==> src/logic/rgc_pkg.sv <==
// Package for receiver gain and carrier sense configuration registers
package rgc_pkg;
  localparam logic [5:0] OFS_FOC = 6'h19;
  localparam logic [5:0] OFS_BSYNC = 6'h1a;
  localparam logic [5:0] OFS_GLT = 6'h1b;
  localparam logic [5:0] OFS_GOCS = 6'h1c;
  localparam logic [5:0] OFS_TUNE = 6'h1d;
  localparam logic [5:0] RST_FOC = 6'h36;
  localparam logic [7:0] RST_BSYNC = 8'h6c;
  localparam logic [7:0] RST_GLT = 8'h03;
  localparam logic [6:0] RST_GOCS = 7'h40;
  localparam logic [7:0] RST_TUNE = 8'h91;
  localparam int HDR_RW_BIT = 7;
  localparam int HDR_BURST_BIT = 6;
  localparam logic [3:0] ABS_OFF = 4'h8;

  typedef struct packed {
    logic [1:0] digital_gain_limit;
    logic [2:0] front_amp_gain_cap;
    logic [2:0] amplitude_target;
  } rgc_glt_t;

  typedef struct packed {
    logic gain_reduction_order;
    logic [1:0] relative_sense_threshold;
    logic [3:0] absolute_sense_threshold;
  } rgc_gocs_t;

  typedef struct packed {
    logic [5:0] foc;
    logic [7:0] bsync;
    rgc_glt_t glt;
    rgc_gocs_t gocs;
    logic [7:0] tune;
  } rgc_cfg_t;

  typedef enum logic [1:0] {ST_IDLE, ST_HDR, ST_DATA} rgc_st_t;

  function automatic logic [7:0] rgc_target_db(input logic [2:0] code);
    case (code)
      3'h0: rgc_target_db = 8'h18;
      3'h1: rgc_target_db = 8'h1b;
      3'h2: rgc_target_db = 8'h1e;
      3'h3: rgc_target_db = 8'h21;
      3'h4: rgc_target_db = 8'h24;
      3'h5: rgc_target_db = 8'h26;
      3'h6: rgc_target_db = 8'h28;
      default: rgc_target_db = 8'h2a;
    endcase
  endfunction

  // Tenths of a dB below maximum front gain
  function automatic logic [7:0] rgc_cap_tenths(input logic [2:0] code);
    case (code)
      3'h0: rgc_cap_tenths = 8'h00;
      3'h1: rgc_cap_tenths = 8'h1a;
      3'h2: rgc_cap_tenths = 8'h3d;
      3'h3: rgc_cap_tenths = 8'h4a;
      3'h4: rgc_cap_tenths = 8'h5c;
      3'h5: rgc_cap_tenths = 8'h73;
      3'h6: rgc_cap_tenths = 8'h92;
      default: rgc_cap_tenths = 8'hab;
    endcase
  endfunction

  function automatic logic [7:0] rgc_rel_db(input logic [1:0] code);
    case (code)
      2'h0: rgc_rel_db = 8'h00;
      2'h1: rgc_rel_db = 8'h06;
      2'h2: rgc_rel_db = 8'h0a;
      default: rgc_rel_db = 8'h0e;
    endcase
  endfunction

  // Trip level as signed 9-bit dB: target plus signed offset
  function automatic logic signed [8:0] rgc_trip_db(input logic [2:0] tgt, input logic [3:0] ofs);
    rgc_trip_db = $signed({1'b0, rgc_target_db(tgt)}) + $signed({{5{ofs[3]}}, ofs});
  endfunction
endpackage : rgc_pkg

==> src/logic/rgc_pin_sync.sv <==
// Three-stage pin synchroniser with agreement filter
module rgc_pin_sync
  import rgc_pkg::*;
#(
  parameter logic INIT = 1'b0
) (
  input wire logic clk,
  input wire logic rst_n,
  input wire logic pin,
  output logic level
);
  logic s1_r, s2_r, s3_r, level_r;
  logic level_nxt;

  // Only s2 and s3 are compared; s1 may be metastable
  always_comb begin
    level_nxt = level_r;
    if (s2_r == s3_r) begin
      level_nxt = s2_r;
    end
  end

  always_ff @(posedge clk or negedge rst_n) begin
    if (!rst_n) begin
      s1_r <= INIT;
      s2_r <= INIT;
      s3_r <= INIT;
      level_r <= INIT;
    end else begin
      s1_r <= pin;
      s2_r <= s1_r;
      s3_r <= s2_r;
      level_r <= level_nxt;
    end
  end

  assign level = level_r;
endmodule // rgc_pin_sync

==> src/logic/rgc_regs.sv <==
// Serial register port and gain / carrier sense configuration bank
module rgc_regs
  import rgc_pkg::*;
#(
  parameter int DGAIN_STEPS = 8
) (
  input wire logic REF_CLK,
  input wire logic RST_N,
  input wire logic SCLK,
  input wire logic CS_N,
  input wire logic SI,
  output logic SO,
  output logic SO_OE_N,
  input wire logic [7:0] RSSI_DB,
  input wire logic [7:0] RSSI_RISE_DB,
  input wire logic PKT_RX_ACTIVE,
  input wire logic [1:0] CLEAR_CHANNEL_SELECT,
  output logic [3:0] DGAIN_MAX_IDX,
  output logic [7:0] FRONT_CAP_TENTHS,
  output logic [7:0] TARGET_DB,
  output logic FIRST_AMP_FIRST,
  output logic CARRIER_SENSE,
  output logic CLEAR_CHANNEL,
  output logic [5:0] FOC_CFG,
  output logic [7:0] BSYNC_CFG,
  output logic [7:0] TUNE_CFG
);
  logic sclk_s, csn_s, si_s;

  rgc_pin_sync #(.INIT(1'b0)) u_sync_sclk (.clk(REF_CLK), .rst_n(RST_N), .pin(SCLK), .level(sclk_s));
  rgc_pin_sync #(.INIT(1'b1)) u_sync_csn (.clk(REF_CLK), .rst_n(RST_N), .pin(CS_N), .level(csn_s));
  rgc_pin_sync #(.INIT(1'b0)) u_sync_si (.clk(REF_CLK), .rst_n(RST_N), .pin(SI), .level(si_s));

  // Serial engine state
  rgc_st_t st_r, st_nxt;
  logic sclk_d_r, sclk_d_nxt;
  logic [2:0] bit_cnt_r, bit_cnt_nxt;
  logic [7:0] rx_sh_r, rx_sh_nxt;
  logic [7:0] tx_r, tx_nxt;
  logic [5:0] addr_r, addr_nxt;
  logic rd_r, rd_nxt, burst_r, burst_nxt;
  logic so_r, so_nxt, so_oe_n_r, so_oe_n_nxt;
  logic wr_en;
  logic [7:0] wr_data;
  logic rise, fall;
  logic [7:0] byte_in;

  rgc_cfg_t cfg_r, cfg_nxt;

  function automatic logic [7:0] read_mux(input rgc_cfg_t c, input logic [5:0] a);
    case (a)
      OFS_FOC: read_mux = {2'b00, c.foc};
      OFS_BSYNC: read_mux = c.bsync;
      OFS_GLT: read_mux = c.glt;
      OFS_GOCS: read_mux = {1'b0, c.gocs};
      OFS_TUNE: read_mux = c.tune;
      default: read_mux = 8'h00;
    endcase
  endfunction

  assign rise = sclk_s & ~sclk_d_r;
  assign fall = ~sclk_s & sclk_d_r;
  assign byte_in = {rx_sh_r[6:0], si_s};

  always_comb begin
    st_nxt = st_r;
    sclk_d_nxt = sclk_s;
    bit_cnt_nxt = bit_cnt_r;
    rx_sh_nxt = rx_sh_r;
    tx_nxt = tx_r;
    addr_nxt = addr_r;
    rd_nxt = rd_r;
    burst_nxt = burst_r;
    so_nxt = so_r;
    so_oe_n_nxt = csn_s;
    wr_en = 1'b0;
    wr_data = byte_in;
    if (csn_s) begin
      // Deselect aborts any partial byte
      st_nxt = ST_IDLE;
      bit_cnt_nxt = 3'h0;
      tx_nxt = 8'h00;
      so_nxt = 1'b0;
    end else begin
      if (st_r == ST_IDLE) begin
        st_nxt = ST_HDR;
      end
      if (rise) begin
        rx_sh_nxt = byte_in;
        bit_cnt_nxt = bit_cnt_r + 3'h1;
        if (bit_cnt_r == 3'h7) begin
          if (st_r == ST_DATA) begin
            wr_en = ~rd_r;
            if (burst_r) begin
              addr_nxt = addr_r + 6'h01;
            end
            tx_nxt = read_mux(cfg_r, burst_r ? addr_r + 6'h01 : addr_r);
          end else begin
            addr_nxt = byte_in[5:0];
            rd_nxt = byte_in[HDR_RW_BIT];
            burst_nxt = byte_in[HDR_BURST_BIT];
            tx_nxt = read_mux(cfg_r, byte_in[5:0]);
            st_nxt = ST_DATA;
          end
        end
      end
      // Output changes on falling edge so the host samples a stable bit
      if (fall) begin
        so_nxt = tx_r[~bit_cnt_r];
      end
    end
  end

  always_ff @(posedge REF_CLK or negedge RST_N) begin
    if (!RST_N) begin
      st_r <= ST_IDLE;
      sclk_d_r <= 1'b0;
      bit_cnt_r <= 3'h0;
      rx_sh_r <= 8'h00;
      tx_r <= 8'h00;
      addr_r <= 6'h00;
      rd_r <= 1'b0;
      burst_r <= 1'b0;
      so_r <= 1'b0;
      so_oe_n_r <= 1'b1;
    end else begin
      st_r <= st_nxt;
      sclk_d_r <= sclk_d_nxt;
      bit_cnt_r <= bit_cnt_nxt;
      rx_sh_r <= rx_sh_nxt;
      tx_r <= tx_nxt;
      addr_r <= addr_nxt;
      rd_r <= rd_nxt;
      burst_r <= burst_nxt;
      so_r <= so_nxt;
      so_oe_n_r <= so_oe_n_nxt;
    end
  end

  // Register bank; unmapped writes are dropped
  always_comb begin
    cfg_nxt = cfg_r;
    if (wr_en) begin
      unique case (addr_r)
        OFS_FOC: cfg_nxt.foc = wr_data[5:0];
        OFS_BSYNC: cfg_nxt.bsync = wr_data;
        OFS_GLT: cfg_nxt.glt = wr_data;
        OFS_GOCS: cfg_nxt.gocs = wr_data[6:0];
        OFS_TUNE: cfg_nxt.tune = wr_data;
        default: cfg_nxt = cfg_r;
      endcase
    end
  end

  always_ff @(posedge REF_CLK or negedge RST_N) begin
    if (!RST_N) begin
      cfg_r <= {RST_FOC, RST_BSYNC, RST_GLT, RST_GOCS, RST_TUNE};
    end else begin
      cfg_r <= cfg_nxt;
    end
  end

  // Decoded gain-loop controls and carrier sense
  logic [3:0] dg_nxt, dg_r;
  logic [7:0] cap_nxt, cap_r, tgt_nxt, tgt_r;
  logic order_nxt, order_r, abs_hit, rel_hit, cs_nxt, cs_r, cca_nxt, cca_r;

  always_comb begin
    dg_nxt = 4'(DGAIN_STEPS - 1) - {2'b00, cfg_r.glt.digital_gain_limit};
    cap_nxt = rgc_cap_tenths(cfg_r.glt.front_amp_gain_cap);
    tgt_nxt = rgc_target_db(cfg_r.glt.amplitude_target);
    order_nxt = cfg_r.gocs.gain_reduction_order;
    // Compared against unreduced-gain level supplied by the loop
    abs_hit = (cfg_r.gocs.absolute_sense_threshold != ABS_OFF) &&
              ($signed({1'b0, RSSI_DB}) >= rgc_trip_db(cfg_r.glt.amplitude_target,
                                                       cfg_r.gocs.absolute_sense_threshold));
    rel_hit = (cfg_r.gocs.relative_sense_threshold != 2'h0) &&
              (RSSI_RISE_DB >= rgc_rel_db(cfg_r.gocs.relative_sense_threshold));
    cs_nxt = abs_hit | rel_hit;
    unique case (CLEAR_CHANNEL_SELECT)
      2'h0: cca_nxt = 1'b1;
      2'h1: cca_nxt = ~cs_nxt;
      2'h2: cca_nxt = ~PKT_RX_ACTIVE;
      2'h3: cca_nxt = ~cs_nxt & ~PKT_RX_ACTIVE;
    endcase
  end

  always_ff @(posedge REF_CLK or negedge RST_N) begin
    if (!RST_N) begin
      dg_r <= 4'h0;
      cap_r <= 8'h00;
      tgt_r <= 8'h00;
      order_r <= 1'b0;
      cs_r <= 1'b0;
      cca_r <= 1'b0;
    end else begin
      dg_r <= dg_nxt;
      cap_r <= cap_nxt;
      tgt_r <= tgt_nxt;
      order_r <= order_nxt;
      cs_r <= cs_nxt;
      cca_r <= cca_nxt;
    end
  end

  assign SO = so_r;
  assign SO_OE_N = so_oe_n_r;
  assign DGAIN_MAX_IDX = dg_r;
  assign FRONT_CAP_TENTHS = cap_r;
  assign TARGET_DB = tgt_r;
  assign FIRST_AMP_FIRST = order_r;
  assign CARRIER_SENSE = cs_r;
  assign CLEAR_CHANNEL = cca_r;
  assign FOC_CFG = cfg_r.foc;
  assign BSYNC_CFG = cfg_r.bsync;
  assign TUNE_CFG = cfg_r.tune;

  // Skips the edge after release, where the output flop still held its reset value
  a_dgain_limit_idx: assert property (@(posedge REF_CLK) disable iff (!RST_N)
    $past(RST_N) |-> DGAIN_MAX_IDX == 4'(DGAIN_STEPS - 1) - {2'b00, $past(cfg_r.glt.digital_gain_limit)})
    else $error("digital gain limit index wrong");
  a_front_cap_map: assert property (@(posedge REF_CLK) disable iff (!RST_N)
    $past(cfg_r.glt.front_amp_gain_cap) == 3'h7 |-> FRONT_CAP_TENTHS == 8'hab)
    else $error("front cap code 7 not 17.1 dB");
  a_target_db_map: assert property (@(posedge REF_CLK) disable iff (!RST_N)
    $past(cfg_r.glt.amplitude_target) == 3'h0 |-> TARGET_DB == 8'h18)
    else $error("target code 0 not 24 dB");
  a_gain_order_follow: assert property (@(posedge REF_CLK) disable iff (!RST_N)
    $changed(cfg_r.gocs.gain_reduction_order) |=> FIRST_AMP_FIRST == $past(cfg_r.gocs.gain_reduction_order))
    else $error("gain order output stale");
  a_rel_sense_off: assert property (@(posedge REF_CLK) disable iff (!RST_N)
    (cfg_r.gocs.relative_sense_threshold == 2'h0 && cfg_r.gocs.absolute_sense_threshold == ABS_OFF)
    |=> !CARRIER_SENSE)
    else $error("carrier sense with both detectors off");
  a_rel_sense_trip: assert property (@(posedge REF_CLK) disable iff (!RST_N)
    (cfg_r.gocs.relative_sense_threshold == 2'h1 && RSSI_RISE_DB >= 8'h06) |=> CARRIER_SENSE)
    else $error("6 dB rise missed");
  a_abs_trip_point: assert property (@(posedge REF_CLK) disable iff (!RST_N)
    (cfg_r.gocs.absolute_sense_threshold == 4'h1 && cfg_r.gocs.relative_sense_threshold == 2'h0)
    |=> CARRIER_SENSE == ($past(RSSI_DB) >= $past(rgc_target_db(cfg_r.glt.amplitude_target)) + 8'h01))
    else $error("absolute trip point not target plus 1 dB");
  a_foc_reserved: assert property (@(posedge REF_CLK) disable iff (!RST_N)
    (wr_en && addr_r == OFS_FOC) |=> cfg_r.foc == $past(wr_data[5:0]))
    else $error("frequency offset field write wrong");
  a_clear_gated: assert property (@(posedge REF_CLK) disable iff (!RST_N)
    (CLEAR_CHANNEL_SELECT == 2'h3 && PKT_RX_ACTIVE) |=> !CLEAR_CHANNEL)
    else $error("clear channel during packet reception");
  a_so_released: assert property (@(posedge REF_CLK) disable iff (!RST_N)
    csn_s |=> SO_OE_N && !SO)
    else $error("serial output driven while deselected");
endmodule // rgc_regs

==> config.mk <==
export PLATFORM = sky130hd
export DESIGN_NAME = rgc_regs
export DESIGN_NICKNAME = d
export VERILOG_FILES = /design/src/logic/rgc_pkg.sv /design/src/logic/rgc_pin_sync.sv /design/src/logic/rgc_regs.sv
export SDC_FILE = /design/constraint.sdc
export NUM_CORES = 1
export LEC_CHECK = 0
export ABC_AREA = 1
export CORE_ASPECT_RATIO = 0.8
export CORE_UTILIZATION = 40
export DETAILED_ROUTE_END_ITERATION = 16
export DONT_BUFFER_PORTS = 1
export GPL_TIMING_DRIVEN = 0
export PLACE_DENSITY = 0.57
export REMOVE_ABC_BUFFERS = 1
export SYNTH_ARGS = -nofsm -noshare
export SYNTH_HDL_FRONTEND = slang
export SYNTH_HIERARCHICAL = 1
export SYNTH_SLANG_ARGS = --single-unit
==> constraint.sdc <==
create_clock -name REF_CLK -period 5.1 [get_ports REF_CLK]
set_input_delay 1.02 -clock REF_CLK [delete_from_list [all_inputs] [get_ports REF_CLK]]
set_output_delay 1.02 -clock REF_CLK [all_outputs]
set_load 0.005 [all_outputs]
==> run_summary.xml, run 1 <==
<?xml version="1.0" encoding="UTF-8"?>
<metrics>
  <group name="floorplanning">
    <metric name="die_wd" unit="µm">133</metric>
    <metric name="fp-row-count" unit="">38</metric>
    <metric name="initial_core_util" unit="">0.409</metric>
    <metric name="fp.coreArea" unit="mm²">0.0135</metric>
    <metric name="die_y" unit="µm">107</metric>
    <metric name="dieArea" unit="mm²">0.0143</metric>
    <metric name="pin_count" unit="">71</metric>
  </group>
  <group name="run_status">
    <metric name="outcome" unit="">finished, final reports clean</metric>
  </group>
  <group name="synth">
    <metric name="number_of_flops_mapped_to_enable_cells_by_yosys" unit="">0</metric>
    <metric name="synth_area_per_cell" unit="µm²">8.16</metric>
    <metric name="yosys.area_share.simple" unit="">0.272</metric>
    <metric name="synthDistinctLibCells" unit="">41</metric>
    <metric name="synth-compound-area-share" unit="">0.106</metric>
    <metric name="synth_largest_type_area_fraction" unit="">0.362</metric>
    <metric name="synth.cells.most_frequent" unit="">sky130_fd_sc_hd__nand2_1 (201), sky130_fd_sc_hd__dfrtp_1 (80), sky130_fd_sc_hd__inv_1 (71), sky130_fd_sc_hd__nand3_1 (60), sky130_fd_sc_hd__nor2_1 (45)</metric>
    <metric name="yosys_most_used_dff" unit="">sky130_fd_sc_hd__dfrtp_1</metric>
    <metric name="synth.ff_latch_count" unit="">99</metric>
    <metric name="yosysWarningCount" unit="">6</metric>
    <metric name="largest_area_contributor_in_the_netlist" unit="">sky130_fd_sc_hd__dfrtp_1</metric>
    <metric name="netlist_area" unit="mm²">0.00552</metric>
    <metric name="synth_async_sr_flop_share" unit="">1.00</metric>
    <metric name="yosysSeqAreaShare" unit="">0.453</metric>
    <metric name="yosys-mux-area-fraction" unit="">0</metric>
    <metric name="synthMostInstantiatedCell" unit="">sky130_fd_sc_hd__nand2_1</metric>
    <metric name="synth_xor_xnor_area_share" unit="">0.00793</metric>
    <metric name="main_combinational_cell_family_by_area_after_synthesis" unit="">simple AND/OR/NAND/NOR gates</metric>
    <metric name="synthCells" unit="">677</metric>
    <metric name="synth_area_leaders" unit="">sky130_fd_sc_hd__dfrtp_1 (36%), sky130_fd_sc_hd__nand2_1 (14%), sky130_fd_sc_hd__dfstp_2 (9.0%)</metric>
    <metric name="synth_adder_area_share" unit="">0.0602</metric>
  </group>
  <group name="timing">
    <metric name="hold_viol" unit="">0</metric>
    <metric name="timing.fmax" unit="GHz">0.269</metric>
    <metric name="rsz_0062_raised_after_global_routing" unit="">no</metric>
    <metric name="timing.final.max_slew_violations" unit="">0</metric>
    <metric name="clock-skew-final" unit="ns">0.0125</metric>
    <metric name="worst_slew_margin_rel" unit="">0.436</metric>
    <metric name="min_tclk_post_route" unit="ns">3.72</metric>
    <metric name="min_period_over_period" unit="">0.729</metric>
    <metric name="finalSetupTns" unit="ns">0</metric>
    <metric name="final-setup-viol-count" unit="">0</metric>
    <metric name="max_slew.worst_pin.slew" unit="ns">0.842</metric>
  </group>
  <group name="clocking">
    <metric name="clk_pin_slew" unit="ns">0.07</metric>
    <metric name="cts.path.max_buffers" unit="">2</metric>
    <metric name="cts-buffers-inserted" unit="">9</metric>
    <metric name="cts_root_buffer" unit="">sky130_fd_sc_hd__clkbuf_16</metric>
    <metric name="tritoncts_clock_tree" unit="">done</metric>
    <metric name="cts.sinks" unit="">99</metric>
    <metric name="postCtsResizedCells" unit="">0</metric>
    <metric name="insertion_delay_of_the_later_clocked_pin_in_the_worst_skew_pair" unit="ns">0.36</metric>
    <metric name="cts_htree_levels" unit="">3</metric>
    <metric name="cts_hold_repair.buffers" unit="">0</metric>
    <metric name="post-cts-setup-buffer-count" unit="">0</metric>
  </group>
  <group name="job">
    <metric name="cap_viol_max_count" unit="">0</metric>
  </group>
  <group name="critical_path">
    <metric name="critical_path_buf_inv_count" unit="">1</metric>
    <metric name="crit_chain" unit="">inv_1 -&gt; o21ai_0 -&gt; o21ai_0 -&gt; ha_1 -&gt; a21oi_1 -&gt; nand2_1 -&gt; nand2_1 -&gt; nand2_1 -&gt; a21oi_1 -&gt; xor2_1 -&gt; ha_1 -&gt; nand2_1 -&gt; nand2_1 -&gt; a21oi_1 -&gt; nand2_1 -&gt; nor2_1 -&gt; nand3_1 -&gt; nand3_1 -&gt; nand2_1 -&gt; a21boi_0</metric>
    <metric name="crit_family" unit="">compound AO/OA/AOI/OAI gates</metric>
    <metric name="crit_path_top_delay_cell" unit="">sky130_fd_sc_hd__dfstp_2</metric>
    <metric name="worstSetupPathType" unit="">flop to flop</metric>
    <metric name="max_stage_delay" unit="ns">0.56</metric>
    <metric name="critPathCaptureType" unit="">flop</metric>
    <metric name="critical_path_required" unit="ns">5.38</metric>
    <metric name="setup.worst_path.start_class" unit="">flop</metric>
    <metric name="crit_arrival" unit="ns">3.99</metric>
    <metric name="critical_path.max_fanout" unit="">5</metric>
    <metric name="timing.critical_path.mode_cell" unit="">sky130_fd_sc_hd__nand2_1</metric>
  </group>
  <group name="drt">
    <metric name="firstDrtPassIters" unit="">5</metric>
    <metric name="drt_wl_total" unit="mm">13.5</metric>
    <metric name="drt.antenna.violating_nets" unit="">0</metric>
    <metric name="vias_per_cell" unit="">5.15</metric>
    <metric name="drc_errors" unit="">0</metric>
    <metric name="detail_route.iter0.violations" unit="">333</metric>
    <metric name="wl_per_cell" unit="µm">16.1</metric>
    <metric name="detailroute.via_count" unit="">4325</metric>
  </group>
  <group name="pwr">
    <metric name="irDropWorstVdd" unit="V">0.000229</metric>
    <metric name="p_leak" unit="nW">2.70</metric>
    <metric name="powerDensity" unit="mW/mm²">296</metric>
  </group>
  <group name="placement">
    <metric name="dp_hpwl" unit="mm">9.67</metric>
    <metric name="gp_congestion" unit="">0.861</metric>
    <metric name="buffer_ports.inserted" unit="">0</metric>
  </group>
  <group name="global_route">
    <metric name="global_route_wire_length_before_repair" unit="mm">22.0</metric>
    <metric name="overflow" unit="">0</metric>
    <metric name="largest_net_degree_at_the_start_of_global_routing" unit="">100</metric>
    <metric name="antenna_violations_before_repair" unit="">0</metric>
    <metric name="number_of_global_route_vias_before_repair" unit="">4158</metric>
    <metric name="gr-usage-all-layers" unit="">0.204</metric>
  </group>
  <group name="layout">
    <metric name="areaGrowthSynthToFinish" unit="%">5.21</metric>
    <metric name="final_nets" unit="">704</metric>
    <metric name="postLayoutCoreUtil" unit="">0.430</metric>
    <metric name="fillCellCount" unit="">1374</metric>
    <metric name="drive_above_1_share" unit="">0.0971</metric>
    <metric name="num_antenna_cells" unit="">0</metric>
  </group>
  <group name="min_path">
    <metric name="hp-class" unit="">input pin to async pin</metric>
  </group>
</metrics>
[layer usage]
metal  part of all wire  vias up  track usage  wire (µm)
met5                  0        -            0          0
met4              0.022        0       0.0698        297
met3              0.070       24       0.0511        941
met2               0.44      140        0.309       5950
met1               0.47     2042        0.282       6290
li1                   -     2119            -          -
[cells in the final DEF, fill, tap and decap left out, types with 5 or more instances in the layout]
cell type / count
sky130_fd_sc_hd__nand2_1: 201
sky130_fd_sc_hd__o21ai_1: 32
sky130_fd_sc_hd__inv_1: 71
sky130_fd_sc_hd__nor2_1: 45
sky130_fd_sc_hd__nand3_1: 60
sky130_fd_sc_hd__clkbuf_16: 9
sky130_fd_sc_hd__dfrtp_1: 80
sky130_fd_sc_hd__o21ai_0: 31
sky130_fd_sc_hd__o211ai_1: 5
sky130_fd_sc_hd__ha_1: 25
sky130_fd_sc_hd__dfstp_2: 19
sky130_fd_sc_hd__a21oi_1: 14
sky130_fd_sc_hd__inv_2: 5
sky130_fd_sc_hd__o21ai_2: 8
[per-stage QoR]
| stage | total power [mW] | cells | worst slack [ns] | hold slack [ns] | area, µm² |
|---|---|---|---|---|---|
| after floorplan | 0.963 | 643 | 1.97 | 0.331 | 5270 |
| after global placement | 1.01 | 823 | 1.43 | 0.337 | 5490 |
| after detailed placement | 1.02 | 823 | 1.42 | 0.342 | 5490 |
| after CTS | 1.74 | 839 | 1.40 | 0.346 | 5800 |
| after global routing | 1.79 | 839 | 0.997 | 0.339 | 5810 |
| final | 1.72 | 839 | 1.38 | 0.354 | 5810 |
[sequential cells by signal, summed over array words and instances (netlist names), 2 cells and up]
name              count
TARGET_DB             6
FRONT_CAP_TENTHS      7
tx_r                  8
st_r                  2
FOC_CFG               6
rx_sh_r               7
addr_r                6
DGAIN_MAX_IDX         3
TUNE_CFG              8
bit_cnt_r             3
BSYNC_CFG             8
cfg_r                14
[power breakdown]
group	switching, mW	internal, mW
Combinational	0.112	0.0292
Sequential	0.0371	0.825
Clock	0.317	0.403
[final timing paths]
kind | start | cells after the start | endpoint | slack, ns
setup / recovery | cfg_r[16] | 20 | CLEAR_CHANNEL | 1.38
hold / removal | RST_N | 0 | FIRST_AMP_FIRST | 0.35
setup reg to reg | cfg_r[16] | 20 | CLEAR_CHANNEL | 1.38
hold reg to reg | u_sync_sclk/s1_r | 0 | u_sync_sclk/s2_r | 0.36
max in group asynchronous | RST_N | 0 | FOC_CFG[1] | 4.52
min in group REF_CLK | u_sync_sclk/s1_r | 0 | u_sync_sclk/s2_r | 0.36
[cell type report]
class	count	area, µm²	share of cell area
clock buffers	11	243	0.0418
clock inverters	5	70.1	0.0121
inverters	77	289	0.0497
multi-input cells	467	2480	0.427
flip-flops and latches	99	2500	0.430
well taps	180	225	0.0388
[kinds of logic after synthesis]
group           after synthesis
compound gates              101
other cells                   2
fa+ha+maj                    26
xor+xnor                      5
buf+inv                     113
simple gates                331
flops                        99
Power figures use the tool's default switching activity.
==> run 2: changes to the inputs <==
Clock period 5.1 ns to 3.5 ns, I/O delays scaled along.
==> run_summary.xml, run 2 (same netlist as run 1, synthesis figures left out) <==
<?xml version="1.0" encoding="UTF-8"?>
<metrics>
  <group name="run_status">
    <metric name="outcome" unit="">finished, final reports clean</metric>
  </group>
  <group name="pwr">
    <metric name="final_total_pwr" unit="mW">2.51</metric>
    <metric name="irDropWorstVdd" unit="V">0.000334</metric>
    <metric name="powerDensity" unit="mW/mm²">429</metric>
    <metric name="p_leak" unit="nW">2.71</metric>
  </group>
  <group name="layout">
    <metric name="final_nets" unit="">707</metric>
    <metric name="areaGrowthSynthToFinish" unit="%">5.93</metric>
    <metric name="top_register_by_number_of_flip_flops" unit="">cfg_r</metric>
    <metric name="commonest_cells_after_routing_fill_and_taps_aside" unit="">sky130_fd_sc_hd__nand2_1 (201), sky130_fd_sc_hd__dfrtp_1 (80), sky130_fd_sc_hd__inv_1 (69)</metric>
    <metric name="postLayoutCoreUtil" unit="">0.433</metric>
    <metric name="layout.cells.most_common" unit="">sky130_fd_sc_hd__nand2_1</metric>
    <metric name="num_antenna_cells" unit="">0</metric>
    <metric name="largest_register_ff_count" unit="">14</metric>
    <metric name="drive_above_1_share" unit="">0.109</metric>
  </group>
  <group name="clocking">
    <metric name="cts.path.max_buffers" unit="">2</metric>
    <metric name="cts_htree_levels" unit="">3</metric>
    <metric name="insertion_delay_of_the_later_clocked_pin_in_the_worst_skew_pair" unit="ns">0.36</metric>
    <metric name="cts-buffers-inserted" unit="">9</metric>
    <metric name="cts.sinks" unit="">99</metric>
    <metric name="tritoncts_clock_tree" unit="">done</metric>
    <metric name="clk_pin_slew" unit="ns">0.07</metric>
    <metric name="cts_root_buffer" unit="">sky130_fd_sc_hd__clkbuf_16</metric>
  </group>
  <group name="drt">
    <metric name="drc_errors" unit="">0</metric>
    <metric name="drt.antenna.violating_nets" unit="">0</metric>
    <metric name="detail_route.iter0.violations" unit="">319</metric>
    <metric name="wl_per_cell" unit="µm">16.1</metric>
    <metric name="firstDrtPassIters" unit="">5</metric>
    <metric name="drt_wl_total" unit="mm">13.6</metric>
    <metric name="detailroute.via_count" unit="">4350</metric>
    <metric name="vias_per_cell" unit="">5.17</metric>
  </group>
  <group name="floorplanning">
    <metric name="initial_core_util" unit="">0.409</metric>
    <metric name="fp-row-count" unit="">38</metric>
    <metric name="dieArea" unit="mm²">0.0143</metric>
    <metric name="pin_count" unit="">71</metric>
    <metric name="die_wd" unit="µm">133</metric>
    <metric name="die_y" unit="µm">107</metric>
    <metric name="fp.coreArea" unit="mm²">0.0135</metric>
  </group>
  <group name="global_route">
    <metric name="overflow" unit="">0</metric>
    <metric name="number_of_global_route_vias_before_repair" unit="">4166</metric>
    <metric name="grt-busiest-layer" unit="">met2</metric>
    <metric name="grt_use_met3" unit="">0.0511</metric>
    <metric name="antenna_violations_before_repair" unit="">0</metric>
    <metric name="largest_net_degree_at_the_start_of_global_routing" unit="">100</metric>
    <metric name="groute.layer.met2.usage" unit="">0.310</metric>
    <metric name="global_route_wire_length_before_repair" unit="mm">22.1</metric>
    <metric name="grt.met1_usage" unit="">0.282</metric>
    <metric name="gr-usage-all-layers" unit="">0.204</metric>
  </group>
  <group name="timing">
    <metric name="final-setup-viol-count" unit="">0</metric>
    <metric name="hold_ws" unit="ns">0.0358</metric>
    <metric name="finalSetupTns" unit="ns">0</metric>
    <metric name="worst_slew_margin_rel" unit="">0.463</metric>
    <metric name="timing.final.max_slew_violations" unit="">0</metric>
    <metric name="setup_slack" unit="ns">0.323</metric>
    <metric name="min_tclk_post_route" unit="ns">3.18</metric>
    <metric name="clock-skew-final" unit="ns">0.0125</metric>
    <metric name="rsz_0062_raised_after_global_routing" unit="">no</metric>
    <metric name="timing.fmax" unit="GHz">0.315</metric>
    <metric name="max_slew.worst_pin.slew" unit="ns">0.803</metric>
    <metric name="min_period_over_period" unit="">0.908</metric>
    <metric name="hold_viol" unit="">0</metric>
  </group>
  <group name="critical_path">
    <metric name="crit_path_top_delay_cell" unit="">sky130_fd_sc_hd__dfstp_2</metric>
    <metric name="max_stage_delay" unit="ns">0.57</metric>
    <metric name="timing.critical_path.mode_cell" unit="">sky130_fd_sc_hd__nand2_1</metric>
    <metric name="critical_path_depth" unit="">20</metric>
    <metric name="setup.worst_path.start_class" unit="">flop</metric>
    <metric name="critical_path.max_fanout" unit="">5</metric>
    <metric name="crit_chain" unit="">inv_2 -&gt; o21ai_4 -&gt; o21ai_0 -&gt; ha_1 -&gt; a21oi_1 -&gt; nand2_1 -&gt; nand2_1 -&gt; nand2_1 -&gt; a21oi_1 -&gt; xor2_1 -&gt; ha_1 -&gt; nand2_1 -&gt; nor2_2 -&gt; nand2_1 -&gt; nor2_1 -&gt; nand3b_1 -&gt; nand3_1 -&gt; nand3_1 -&gt; nand2_1 -&gt; a21boi_1</metric>
    <metric name="critical_path_buf_inv_count" unit="">1</metric>
    <metric name="critical_path_required" unit="ns">3.78</metric>
    <metric name="worst_case_reg_to_reg_path_depth" unit="">20</metric>
    <metric name="crit_arrival" unit="ns">3.46</metric>
    <metric name="worstSetupPathType" unit="">flop to flop</metric>
    <metric name="crit_family" unit="">simple AND/OR/NAND/NOR gates</metric>
    <metric name="critPathCaptureType" unit="">flop</metric>
  </group>
  <group name="placement">
    <metric name="buffer_ports.inserted" unit="">0</metric>
    <metric name="place_ws" unit="ns">-0.180</metric>
    <metric name="gp_congestion" unit="">0.861</metric>
    <metric name="dp_hpwl" unit="mm">9.67</metric>
  </group>
  <group name="job">
    <metric name="cap_viol_max_count" unit="">0</metric>
  </group>
  <group name="min_path">
    <metric name="hp-class" unit="">input pin to async pin</metric>
  </group>
</metrics>
==> run 2: cell count changes in the layout (fill, tap and decap cells not counted) <==
cell and delta:
sky130_fd_sc_hd__a21boi_1 +1, sky130_fd_sc_hd__inv_1 -2, sky130_fd_sc_hd__a21oi_1 -1, sky130_fd_sc_hd__o21ai_4 +1, sky130_fd_sc_hd__nor2_2 +1, sky130_fd_sc_hd__a21boi_0 -1, sky130_fd_sc_hd__inv_2 +2, sky130_fd_sc_hd__buf_4 +3
sky130_fd_sc_hd__o21ai_0 -1, sky130_fd_sc_hd__a21oi_2 +1, sky130_fd_sc_hd__nor2_1 -1
==> run 2: repair_timing <==
item | in CTS | in global routing
pin swaps | 0 | 2
buffers inserted | 0 | 3
setup endpoints to repair | 2 | 2
hold buffers | 0 | 0
gates resized for setup | 2 | 6
==> run 2: power by group <==
part | leakage, nW | switching, mW | internal, mW
clock | 0.154 | 0.461 | 0.587
sequential | 1.26 | 0.0541 | 1.20
combinational | 1.30 | 0.164 | 0.0431
total | 2.71 | 0.679 | 1.83
==> run 2: metal layers <==
metal	vias up	part of all wire	wire (µm)
met5	-	0	0
met4	0	0.020	268
met3	19	0.065	879
met2	135	0.44	6010
met1	2071	0.47	6420
li1	2125	-	-
==> run 2: path summary, 6_finish.rpt <==
check,startpoint,endpoint,slack [ns]
max,cfg_r[15],CLEAR_CHANNEL,0.32
min,RST_N,FIRST_AMP_FIRST,0.04
max reg2reg,cfg_r[15],CLEAR_CHANNEL,0.32
min reg2reg,u_sync_sclk/s1_r,u_sync_sclk/s2_r,0.36
max in group asynchronous,RST_N,FOC_CFG[1],3.23
min in group REF_CLK,CS_N,u_sync_csn/s1_r,0.34
==> run 2: stage by stage <==
| step | cell area [µm²] | cells |
|---|---|---|
| 3_3_place_gp | 5490 | 823 |
| 4_1_cts | 5810 | 839 |
| 2_1_floorplan | 5270 | 643 |
| 3_5_place_dp | 5490 | 823 |
| 5_1_grt | 5850 | 842 |
| 6_report | 5850 | 842 |
==> run 2: final cells by class <==
| class | instances | area, µm² |
|---|---|---|
| Fill cell | 1367 | 7650 |
| Sequential cell | 99 | 2500 |
| Multi-Input combinational cell | 467 | 2500 |
| Inverter | 77 | 289 |
| Clock buffer | 11 | 243 |
| Tap cell | 180 | 225 |
| Clock inverter | 5 | 70.1 |
| Timing Repair Buffer | 3 | 22.5 |
